$ cat src/tswdt_consts.svh
// Offsets, reset values and key constants of the two-stage watchdog
`ifndef TSWDT_CONSTS_SVH
`define TSWDT_CONSTS_SVH

`define TSWDT_OFS_RELOAD    12'h000
`define TSWDT_OFS_VALUE     12'h004
`define TSWDT_OFS_CONTROL   12'h008
`define TSWDT_OFS_IRQ_CLEAR 12'h00C
`define TSWDT_OFS_RAW_IRQ   12'h010
`define TSWDT_OFS_MASK_IRQ  12'h014
`define TSWDT_OFS_IRQ_MASK  12'h020
`define TSWDT_OFS_LOCK      12'hC00
`define TSWDT_OFS_CLK_GATE  12'h024

`define TSWDT_RST_RELOAD    32'hFFFFFFFF
`define TSWDT_RST_VALUE     32'hFFFFFFFF
`define TSWDT_UNLOCK_KEY    32'h1ACCE551

`define TSWDT_BIT_IRQ_EN    0
`define TSWDT_BIT_RES_EN    1

`endif

$ cat src/tswdt_pkg.sv
// Types of the two-stage watchdog
package tswdt_pkg;
  typedef enum logic [1:0] {
    TSWDT_IDLE,
    TSWDT_FIRST,
    TSWDT_SECOND
  } tswdt_stage_type;
endpackage

$ cat src/tswdt_top.sv
// Two-stage watchdog timer with classic Wishbone register slave
//
// Implementation choices: the Wishbone slave port and the placing of the registers.
`timescale 1ns/10ps
`default_nettype none
`include "tswdt_consts.svh"

module tswdt_top
  import tswdt_pkg::*;
(
  // Clock and reset
  input  wire logic        clk_i,
  input  wire logic        rst_i,
  // Wishbone slave
  input  wire logic        wb_cyc_i,
  input  wire logic        wb_stb_i,
  input  wire logic        wb_we_i,
  input  wire logic [11:0] wb_adr_i,
  input  wire logic [3:0]  wb_sel_i,
  input  wire logic [31:0] wb_dat_i,
  output logic      [31:0] wb_dat_o,
  output logic             wb_ack_o,
  output logic             wb_err_o,
  // System side
  output logic             irq_o,
  output logic             sys_reset_o
);

  // ------------------------------------------------------------------
  // State
  // ------------------------------------------------------------------
  logic [31:0]     reload_value_reg;
  logic [31:0]     count;
  logic            irq_enable;
  logic            reset_output_enable;
  logic            raw_irq_status;
  logic            irq_mask;
  logic            locked;
  logic            timeout_unit_clock_gate;
  logic            ack_q;
  tswdt_stage_type stage;

  logic            req;
  logic            wr;
  logic            rd;
  logic            mapped;
  logic            wr_ok;
  logic            full_word;
  logic            wr_reload;
  logic            wr_control;
  logic            wr_clear;
  logic            wr_lock;
  logic            rd_mask_irq;
  logic            masked_irq_status;
  logic            at_zero;
  logic            running;
  logic            irq_set;
  logic            enable_rise;
  logic [31:0]     next_count;
  logic [31:0]     rd_data;

  // ------------------------------------------------------------------
  // Bus decode
  // ------------------------------------------------------------------
  // One wait state: ack follows a registered request, then drops
  // Err must also block, or an unmapped access answers twice
  assign req       = wb_cyc_i & wb_stb_i & ~ack_q & ~wb_err_o;
  assign wr        = req & wb_we_i;
  assign rd        = req & ~wb_we_i;
  assign full_word = (wb_sel_i == 4'hF);
  always_comb begin
    unique case (wb_adr_i)
      `TSWDT_OFS_RELOAD, `TSWDT_OFS_VALUE, `TSWDT_OFS_CONTROL,
      `TSWDT_OFS_IRQ_CLEAR, `TSWDT_OFS_RAW_IRQ, `TSWDT_OFS_MASK_IRQ,
      `TSWDT_OFS_IRQ_MASK, `TSWDT_OFS_LOCK, `TSWDT_OFS_CLK_GATE:
        mapped = 1'b1;
      default:
        mapped = 1'b0;
    endcase
  end

  // Lock and clock gate both block writes; lock and gate regs stay open
  assign wr_ok       = wr & full_word & ~locked
                       & timeout_unit_clock_gate;
  assign wr_reload   = wr_ok & (wb_adr_i == `TSWDT_OFS_RELOAD);
  assign wr_control  = wr_ok & (wb_adr_i == `TSWDT_OFS_CONTROL)
                       & ~irq_enable;
  assign wr_clear    = wr_ok & (wb_adr_i == `TSWDT_OFS_IRQ_CLEAR);
  assign wr_lock     = wr & full_word & (wb_adr_i == `TSWDT_OFS_LOCK);
  assign rd_mask_irq = rd & (wb_adr_i == `TSWDT_OFS_MASK_IRQ);
  assign enable_rise = wr_control & wb_dat_i[`TSWDT_BIT_IRQ_EN];

  // ------------------------------------------------------------------
  // Counter
  // ------------------------------------------------------------------
  assign running = irq_enable & timeout_unit_clock_gate;
  assign at_zero = running & (count == 32'h00000000);

  always_comb begin
    next_count = count;
    if (wr_reload) begin
      next_count = wb_dat_i;
    end else if (enable_rise || wr_clear) begin
      next_count = reload_value_reg;
    end else if (at_zero) begin
      next_count = reload_value_reg;
    end else if (running) begin
      next_count = count - 32'h00000001;
    end
  end

  always_ff @(posedge clk_i) begin
    if (rst_i) begin
      count <= `TSWDT_RST_VALUE;
    end else begin
      count <= next_count;
    end
  end

  always_ff @(posedge clk_i) begin
    if (rst_i) begin
      reload_value_reg <= `TSWDT_RST_RELOAD;
    end else if (wr_reload) begin
      reload_value_reg <= wb_dat_i;
    end
  end

  // ------------------------------------------------------------------
  // Control, lock and clock gate
  // ------------------------------------------------------------------
  // Only a hardware reset reopens the control register once enabled
  always_ff @(posedge clk_i) begin
    if (rst_i) begin
      irq_enable          <= 1'b0;
      reset_output_enable <= 1'b0;
    end else if (wr_control) begin
      irq_enable          <= wb_dat_i[`TSWDT_BIT_IRQ_EN];
      reset_output_enable <= wb_dat_i[`TSWDT_BIT_RES_EN];
    end
  end

  always_ff @(posedge clk_i) begin
    if (rst_i) begin
      locked <= 1'b0;
    end else if (wr_lock) begin
      locked <= (wb_dat_i != `TSWDT_UNLOCK_KEY);
    end
  end

  always_ff @(posedge clk_i) begin
    if (rst_i) begin
      timeout_unit_clock_gate <= 1'b0;
    end else if (wr & full_word & (wb_adr_i == `TSWDT_OFS_CLK_GATE)) begin
      timeout_unit_clock_gate <= wb_dat_i[0];
    end
  end

  always_ff @(posedge clk_i) begin
    if (rst_i) begin
      irq_mask <= 1'b1;
    end else if (wr_ok & (wb_adr_i == `TSWDT_OFS_IRQ_MASK)) begin
      irq_mask <= wb_dat_i[0];
    end
  end

  // ------------------------------------------------------------------
  // Interrupt and reset stages
  // ------------------------------------------------------------------
  // A zero load counts as an immediate time-out
  assign irq_set = at_zero | (wr_reload & (wb_dat_i == 32'h00000000)
                              & irq_enable);

  // Set beats clear; masked-status read acts as the sticky-bit clear
  always_ff @(posedge clk_i) begin
    if (rst_i) begin
      raw_irq_status <= 1'b0;
    end else if (irq_set) begin
      raw_irq_status <= 1'b1;
    end else if (wr_clear || rd_mask_irq) begin
      raw_irq_status <= 1'b0;
    end
  end

  always_ff @(posedge clk_i) begin
    if (rst_i) begin
      stage <= TSWDT_IDLE;
    end else begin
      unique case (stage)
        TSWDT_IDLE:   if (running) stage <= TSWDT_FIRST;
        TSWDT_FIRST:  if (at_zero && raw_irq_status
                          && reset_output_enable) stage <= TSWDT_SECOND;
        TSWDT_SECOND: stage <= TSWDT_SECOND;
      endcase
    end
  end

  assign sys_reset_o       = (stage == TSWDT_SECOND);
  assign masked_irq_status = raw_irq_status & irq_enable;
  assign irq_o             = masked_irq_status & irq_mask;

  // ------------------------------------------------------------------
  // Read data and acknowledge
  // ------------------------------------------------------------------
  always_comb begin
    rd_data = 32'h00000000;
    unique case (wb_adr_i)
      `TSWDT_OFS_RELOAD:   rd_data = reload_value_reg;
      `TSWDT_OFS_VALUE:    rd_data = count;
      `TSWDT_OFS_CONTROL:  rd_data = {30'h0, reset_output_enable,
                                      irq_enable};
      `TSWDT_OFS_RAW_IRQ:  rd_data = {31'h0, raw_irq_status};
      `TSWDT_OFS_MASK_IRQ: rd_data = {31'h0, masked_irq_status};
      `TSWDT_OFS_IRQ_MASK: rd_data = {31'h0, irq_mask};
      `TSWDT_OFS_LOCK:     rd_data = {31'h0, locked};
      `TSWDT_OFS_CLK_GATE: rd_data = {31'h0, timeout_unit_clock_gate};
      default:             rd_data = 32'h00000000;
    endcase
  end

  always_ff @(posedge clk_i) begin
    if (rst_i) begin
      ack_q    <= 1'b0;
      wb_err_o <= 1'b0;
      wb_dat_o <= 32'h00000000;
    end else begin
      ack_q    <= req & mapped;
      wb_err_o <= req & ~mapped;
      wb_dat_o <= rd ? rd_data : 32'h00000000;
    end
  end

  assign wb_ack_o = ack_q;
endmodule

`default_nettype wire

$ cat config.mk
export PLATFORM = sky130hd
export DESIGN_NAME = tswdt_top
export DESIGN_NICKNAME = d
export VERILOG_FILES = /design/src/tswdt_pkg.sv /design/src/tswdt_top.sv
export VERILOG_INCLUDE_DIRS = /design/src
export SDC_FILE = /design/constraint.sdc
export NUM_CORES = 1
export LEC_CHECK = 0
export BUFFER_PORTS_ARGS = -buffer_cell sky130_fd_sc_hd__buf_2
export CELL_PAD_IN_SITES_DETAIL_PLACEMENT = 0
export CELL_PAD_IN_SITES_GLOBAL_PLACEMENT = 2
export CORE_AREA = 2 2 125 139
export DETAILED_ROUTE_END_ITERATION = 6
export DIE_AREA = 0 0 127 141
export HOLD_SLACK_MARGIN = 0.03
export PLACE_DENSITY = 0.84
export RECOVER_POWER = 100
export SLEW_MARGIN = 30
export SYNTH_ARGS = -nofsm -noshare
export SYNTH_HDL_FRONTEND = slang
export SYNTH_SLANG_ARGS = --single-unit
$ cat constraint.sdc
create_clock -name clk_i -period 3.03 [get_ports clk_i]
set_input_delay 0.909 -clock clk_i [delete_from_list [all_inputs] [get_ports clk_i]]
set_output_delay 0.909 -clock clk_i [all_outputs]
set_load 0.01 [all_outputs]
==> flow_metrics.py, run 1 <==
metrics = {
    "floorplan": {
        "fp-row-count": 50,
        "die-area_um2": 17910,
        "io_pins": 89,
        "fp.dieW_um": 127,
        "start_util_pct": 33.26,
        "die_y_um": 141,
        "coreArea_um2": 16640,
    },
    "cts": {
        "clock-sinks": 106,
        "cts.clk_slew.worst_paths_ns": 0.07,
        "cts_root_buf": "clkbuf_16",
        "clockBufferDepth": 2,
        "post_cts_buffers": 0,
        "htree_levels": 3,
        "insertion_delay_ns": 0.36,
        "cts_tree": "yes",
        "cts_buffers": 9,
        "cts.repair.resized": 0,
        "cts.hold.buffers_added": 0,
    },
    "sta": {
        "slew_violations": 0,
        "finalHoldViolCount": 0,
        "clock.fmax_ghz": 0.3570,
        "fin_skew_ns": 0.008265,
        "worstMarginPinSlew_ns": 0.9188,
        "setup_viol": 0,
        "min_period_over_period_pct": 92.45,
        "fin_crit_ns": 2.801,
        "fin_setup_tns_ns": 0,
        "relSlewSlack_pct": 38.68,
        "rsz0062_at_grt": "no",
    },
    "logic_synthesis": {
        "netlist_area_um2": 5534,
        "synth-seq-cells": 106,
        "yosysSeqAreaShare_pct": 38.35,
        "synth_edf_count": 0,
        "yosys.cell_types.count": 74,
        "ys_warn_count": 0,
        "synth_nets": 710,
        "synth_cells": 653,
        "yosys_most_used_dff": "dfxtp_1",
        "synthArstFlopShare_pct": 0,
        "avgSynthCellArea_um2": 8.475,
    },
    "finish": {
        "final_nets": 806,
        "multiInputGateArea_um2": 3102,
        "drive_gt1_share_pct": 16.33,
        "area_growth_pct": 17.23,
        "fillers": 1760,
        "final-seq-area_um2": 2122,
        "antenna_cells": 0,
    },
    "critical_path": {
        "arrival_ns": 3.05,
        "critPathCaptureType": "register",
        "r2r_slack_ns": 0.43,
        "crit_start": "wb_adr_i[5]",
        "cpMaxStageDelayCell": "or3_1",
        "r2r-end": "count[17]$_SDFFE_PP1P_",
        "start_kind": "input pin",
        "path_class": "in -> reg",
        "worst-path-max-fanout": 12,
        "reg2reg_from": "count[0]$_SDFFE_PP1P_",
        "cp-endpoint": "count[25]$_SDFFE_PP1P_",
        "cp.required_ns": 3.27,
        "slowest_delay_ns": 0.46,
        "path_cells": "clkbuf_1 > nor4_4 > nand3_1 > or3_1 > clkbuf_2 > nand4_2 > a31oi_1 > a311o_1",
        "r2r_cells": 8,
    },
    "global_route": {
        "grt-ovfl-total": 0,
        "grt_pass1_wl_mm": 29.79,
        "grt_max_degree": 32,
        "grt_antenna_before_repair": 0,
        "grt_pass1_vias": 5430,
        "grt_usage_pct": 21.38,
    },
    "detailed_routing": {
        "drc_errors": 0,
        "drt-initial-drc-count": 541,
        "postRouteAntennaNets": 0,
        "wl_per_cell_um": 20.10,
        "viasPerCell": 5.905,
        "first_pass_iters": 5,
        "num_vias": 5675,
        "drt-total-wl_mm": 19.32,
    },
    "outcome": {
        "outcome": "finished clean",
    },
    "placement": {
        "dp_hpwl_mm": 14.14,
        "io_buffer_count": 88,
        "routabilityCongestion": 0.9059,
    },
    "worst_hold_path": {
        "min_path_type": "reg -> reg",
    },
    "pwr": {
        "peakVddDrop_mv": 0.2524,
        "p_per_area_nw_per_um2": 428.9,
        "total_power_mw": 2.783,
        "p_leak_nw": 2.316,
    },
    "flow_run": {
        "maxCapViolCount": 0,
    },
}
synthesized netlist by cell type (all sizes together) (15+ instances only):
cell / n / area, um2
a21oi: 29 / 145.1
clkbuf: 21 / 108.9
buf: 18 / 122.6
nor3: 32 / 171.4
dfxtp: 106 / 2122
nor4: 24 / 235.2
nand2: 69 / 259.0
a31oi: 28 / 175.2
nand3: 15 / 85.08
o21ai: 27 / 135.1
a22oi: 32 / 254.0
nor2: 88 / 335.3
critical path, delay by kind of cell:
family,cells,cell delay (ns)
compound gates,2,0.44
buf+inv,2,0.44
simple gates,4,1.25
power by group:
part	total (mW)	switching, mW	internal (mW)
clock network	1.21	0.545	0.661
logic	0.164	0.0959	0.0679
registers	1.41	0.0123	1.40
cells in the final DEF, fill, tap and decap left out, drive strengths merged, types with 24 or more instances in the layout:
cell type  count
a21oi         29
a22oi         32
a31oi         28
buf           78
clkbuf        58
dfxtp        106
nand2         69
nor2          88
nor3          32
nor4          24
o21ai         27
worst min-delay path by stage:
stage,start,end,slack (ns),cells after the start
final,reload_value_reg[31]$_SDFFE_PP1P_,reload_value_reg[31]$_SDFFE_PP1P_,0.46,2
after global placement,reload_value_reg[30]$_SDFFE_PP1P_,reload_value_reg[30]$_SDFFE_PP1P_,0.45,2
after floorplan,reload_value_reg[19]$_SDFFE_PP1P_,reload_value_reg[19]$_SDFFE_PP1P_,0.44,2
after detailed placement,reload_value_reg[31]$_SDFFE_PP1P_,reload_value_reg[31]$_SDFFE_PP1P_,0.45,2
after global routing,reload_value_reg[29]$_SDFFE_PP1P_,reload_value_reg[29]$_SDFFE_PP1P_,0.50,2
after CTS,reload_value_reg[31]$_SDFFE_PP1P_,reload_value_reg[31]$_SDFFE_PP1P_,0.46,2
cells by family (layout without fill, tap and decap cells):
kind of cell | Yosys count | after routing | synth area share, %
AO/OA/AOI/OAI | 180 | 180 | 22.79
XOR/XNOR | 14 | 14 | 2.216
adder cells (fa/ha/maj) | 4 | 4 | 0.9044
buffers and inverters | 48 | 148 | 5.064
flip-flops | 106 | 106 | 38.35
multiplexers | 9 | 9 | 1.628
AND/OR/NAND/NOR | 292 | 292 | 29.05
final cells by class:
class / count / share of cell area, %
tap: 208 / 4.012
sequential: 106 / 32.71
clock inverter: 4 / 0.8100
timing repair buffer: 125 / 10.45
inverter: 8 / 0.4629
multi-input combinational: 499 / 47.81
clock buffer: 11 / 3.742
layer usage:
layer	global-route usage, %	share of wire [%]	vias to the layer above
li1	-	-	2646
met1	27.98	43	2738
met2	34.41	47	245
met3	4.554	6.8	46
met4	8.502	3.0	0
met5	0	0	-
metrics by stage:
step	util, %	worst slack [ns]	hold WS, ns	instances	instance area, um2
after floorplan	-	0.3487	0.4352	653	5534
after global placement	37.87	0.09656	0.4549	946	6302
after detailed placement	37.87	0.02969	0.4549	946	6302
after CTS	39.65	0.4039	0.4647	961	6598
after global routing	38.99	0.1521	0.5046	961	6487
final	38.99	0.2287	0.4623	961	6487
No activity file was read; power rests on OpenSTA's default activity.
==> run 2, diff against run 1 <==
--- a/config.mk
+++ b/config.mk
@@ -13,6 +13,7 @@
 export DETAILED_ROUTE_END_ITERATION = 6
 export DIE_AREA = 0 0 127 141
 export HOLD_SLACK_MARGIN = 0.03
+export MAX_ROUTING_LAYER = met4
 export PLACE_DENSITY = 0.84
 export RECOVER_POWER = 100
 export SLEW_MARGIN = 30
==> flow_metrics.py, run 2 (synthesized netlist as in run 1, its figures left out) <==
metrics = {
    "critical_path": {
        "path_class": "in -> reg",
        "start_kind": "input pin",
        "critPathCaptureType": "register",
        "worst-path-max-fanout": 7,
        "cpMostUsedCell": "clkbuf_1",
        "cp.required_ns": 3.30,
        "slowest_delay_ns": 0.45,
        "arrival_ns": 3.15,
        "cpMaxStageDelayCell": "o31ai_1",
        "path_cells": "clkbuf_1 > nor4_4 > nand3_2 > clkbuf_1 > o31ai_1 > clkbuf_1 > nand2_1 > o211ai_1",
    },
    "floorplan": {
        "io_pins": 89,
        "die_y_um": 141,
        "coreArea_um2": 16640,
        "start_util_pct": 33.26,
        "die-area_um2": 17910,
        "fp-row-count": 50,
        "fp.dieW_um": 127,
    },
    "detailed_routing": {
        "dr_wl_met2_mm": 9.225,
        "drt-initial-drc-count": 490,
        "drc_errors": 0,
        "postRouteAntennaNets": 0,
        "wl_met1_mm": 8.574,
        "num_vias": 5611,
        "wl_met3_mm": 1.067,
        "top_layer_used": "met4",
        "drt-total-wl_mm": 19.28,
        "wl_per_cell_um": 20.06,
        "viasPerCell": 5.839,
        "first_pass_iters": 5,
    },
    "cts": {
        "clockBufferDepth": 2,
        "cts.repair.resized": 0,
        "cts.hold.buffers_added": 0,
        "htree_levels": 3,
        "cts_root_buf": "clkbuf_16",
        "cts.clk_slew.worst_paths_ns": 0.06,
        "cts_buffers": 9,
        "post_cts_buffers": 0,
        "clock-sinks": 106,
        "cts_tree": "yes",
        "insertion_delay_ns": 0.35,
    },
    "global_route": {
        "grt_usage_pct": 21.99,
        "grt-ovfl-total": 0,
        "grt_pass1_vias": 5472,
        "grt_pass1_wl_mm": 30.32,
        "grt_max_degree": 36,
        "grt_antenna_before_repair": 0,
    },
    "pwr": {
        "peakVddDrop_mv": 0.3023,
        "p_per_area_nw_per_um2": 425.9,
        "p_leak_nw": 2.320,
    },
    "finish": {
        "antenna_cells": 0,
        "final_common_cell": "dfxtp_1",
        "final_nets": 806,
        "area_growth_pct": 17.18,
        "drive_gt1_share_pct": 16.47,
        "final_cell_mix": "dfxtp_1 (106), nor2_1 (85), nand2_1 (69)",
    },
    "sta": {
        "rsz0062_at_grt": "no",
        "finalHoldViolCount": 0,
        "clock.fmax_ghz": 0.3476,
        "fin_crit_ns": 2.877,
        "worstMarginPinSlew_ns": 0.9336,
        "fin_setup_tns_ns": 0,
        "hold_ws_ns": 0.4688,
        "fin_skew_ns": 0.01043,
        "relSlewSlack_pct": 37.69,
        "min_period_over_period_pct": 94.94,
        "slew_violations": 0,
        "setup_viol": 0,
    },
    "outcome": {
        "outcome": "finished clean",
    },
    "placement": {
        "dp_hpwl_mm": 14.02,
        "routabilityCongestion": 0.9119,
        "io_buffer_count": 88,
    },
    "worst_hold_path": {
        "min_path_type": "reg -> reg",
    },
    "flow_run": {
        "maxCapViolCount": 0,
    },
}
==> run 2: worst max-delay path, delay by kind of cell <==
family          cells  cell delay (ns)
buf+inv             3             0.68
compound gates      2             0.70
simple gates        3             0.85
==> run 2: final cells by class <==
cell class	instances	area, um2
flip-flops and latches	106	2122
inverters	8	30.03
clock buffers	10	239.0
well taps	208	260.3
clock inverters	5	53.80
multi-input cells	499	3102
fillers	1769	10160
repair buffers	125	678.2
==> run 2: layer usage <==
layer	vias to the layer above	GRT usage (%)
met3	28	3.188
li1	2643	-
met1	2722	28.22
met2	218	36.08
met4	0	6.478
met5	-	-
==> run 2: power breakdown <==
| group | total, mW | switching (mW) | leakage (nW) | internal, mW |
|---|---|---|---|---|
| combinational | 0.165 | 0.0964 | 1.31 | 0.0690 |
| sequential | 1.41 | 0.0120 | 0.857 | 1.40 |
| clock | 1.18 | 0.526 | 0.148 | 0.658 |
| total | 2.76 | 0.634 | 2.32 | 2.13 |
==> run 2: path summary, 6_finish.rpt <==
check	cells after the start	end	start	slack (ns)
worst max-delay path	8	count[30]$_SDFFE_PP1P_	wb_adr_i[4]	0.15
worst min-delay path	2	reload_value_reg[29]$_SDFFE_PP1P_	reload_value_reg[29]$_SDFFE_PP1P_	0.47
worst max register to register	8	count[9]$_SDFFE_PP1P_	count[0]$_SDFFE_PP1P_	0.35
worst min register to register	2	reload_value_reg[29]$_SDFFE_PP1P_	reload_value_reg[29]$_SDFFE_PP1P_	0.47
==> run 2: per-stage QoR <==
step | total power, mW | worst slack, ns | area (um2) | cells | utilization (%)
global route | 2.864 | 0.1045 | 6485 | 961 | 38.97
finish | 2.762 | 0.1535 | 6485 | 961 | 38.97
floorplan | 1.522 | 0.3487 | 5534 | 653 | -
detailed placement | 1.610 | 0.01527 | 6302 | 946 | 37.87
CTS | 2.792 | 0.3879 | 6595 | 961 | 39.63
global placement | 1.606 | 0.08920 | 6302 | 946 | 37.87
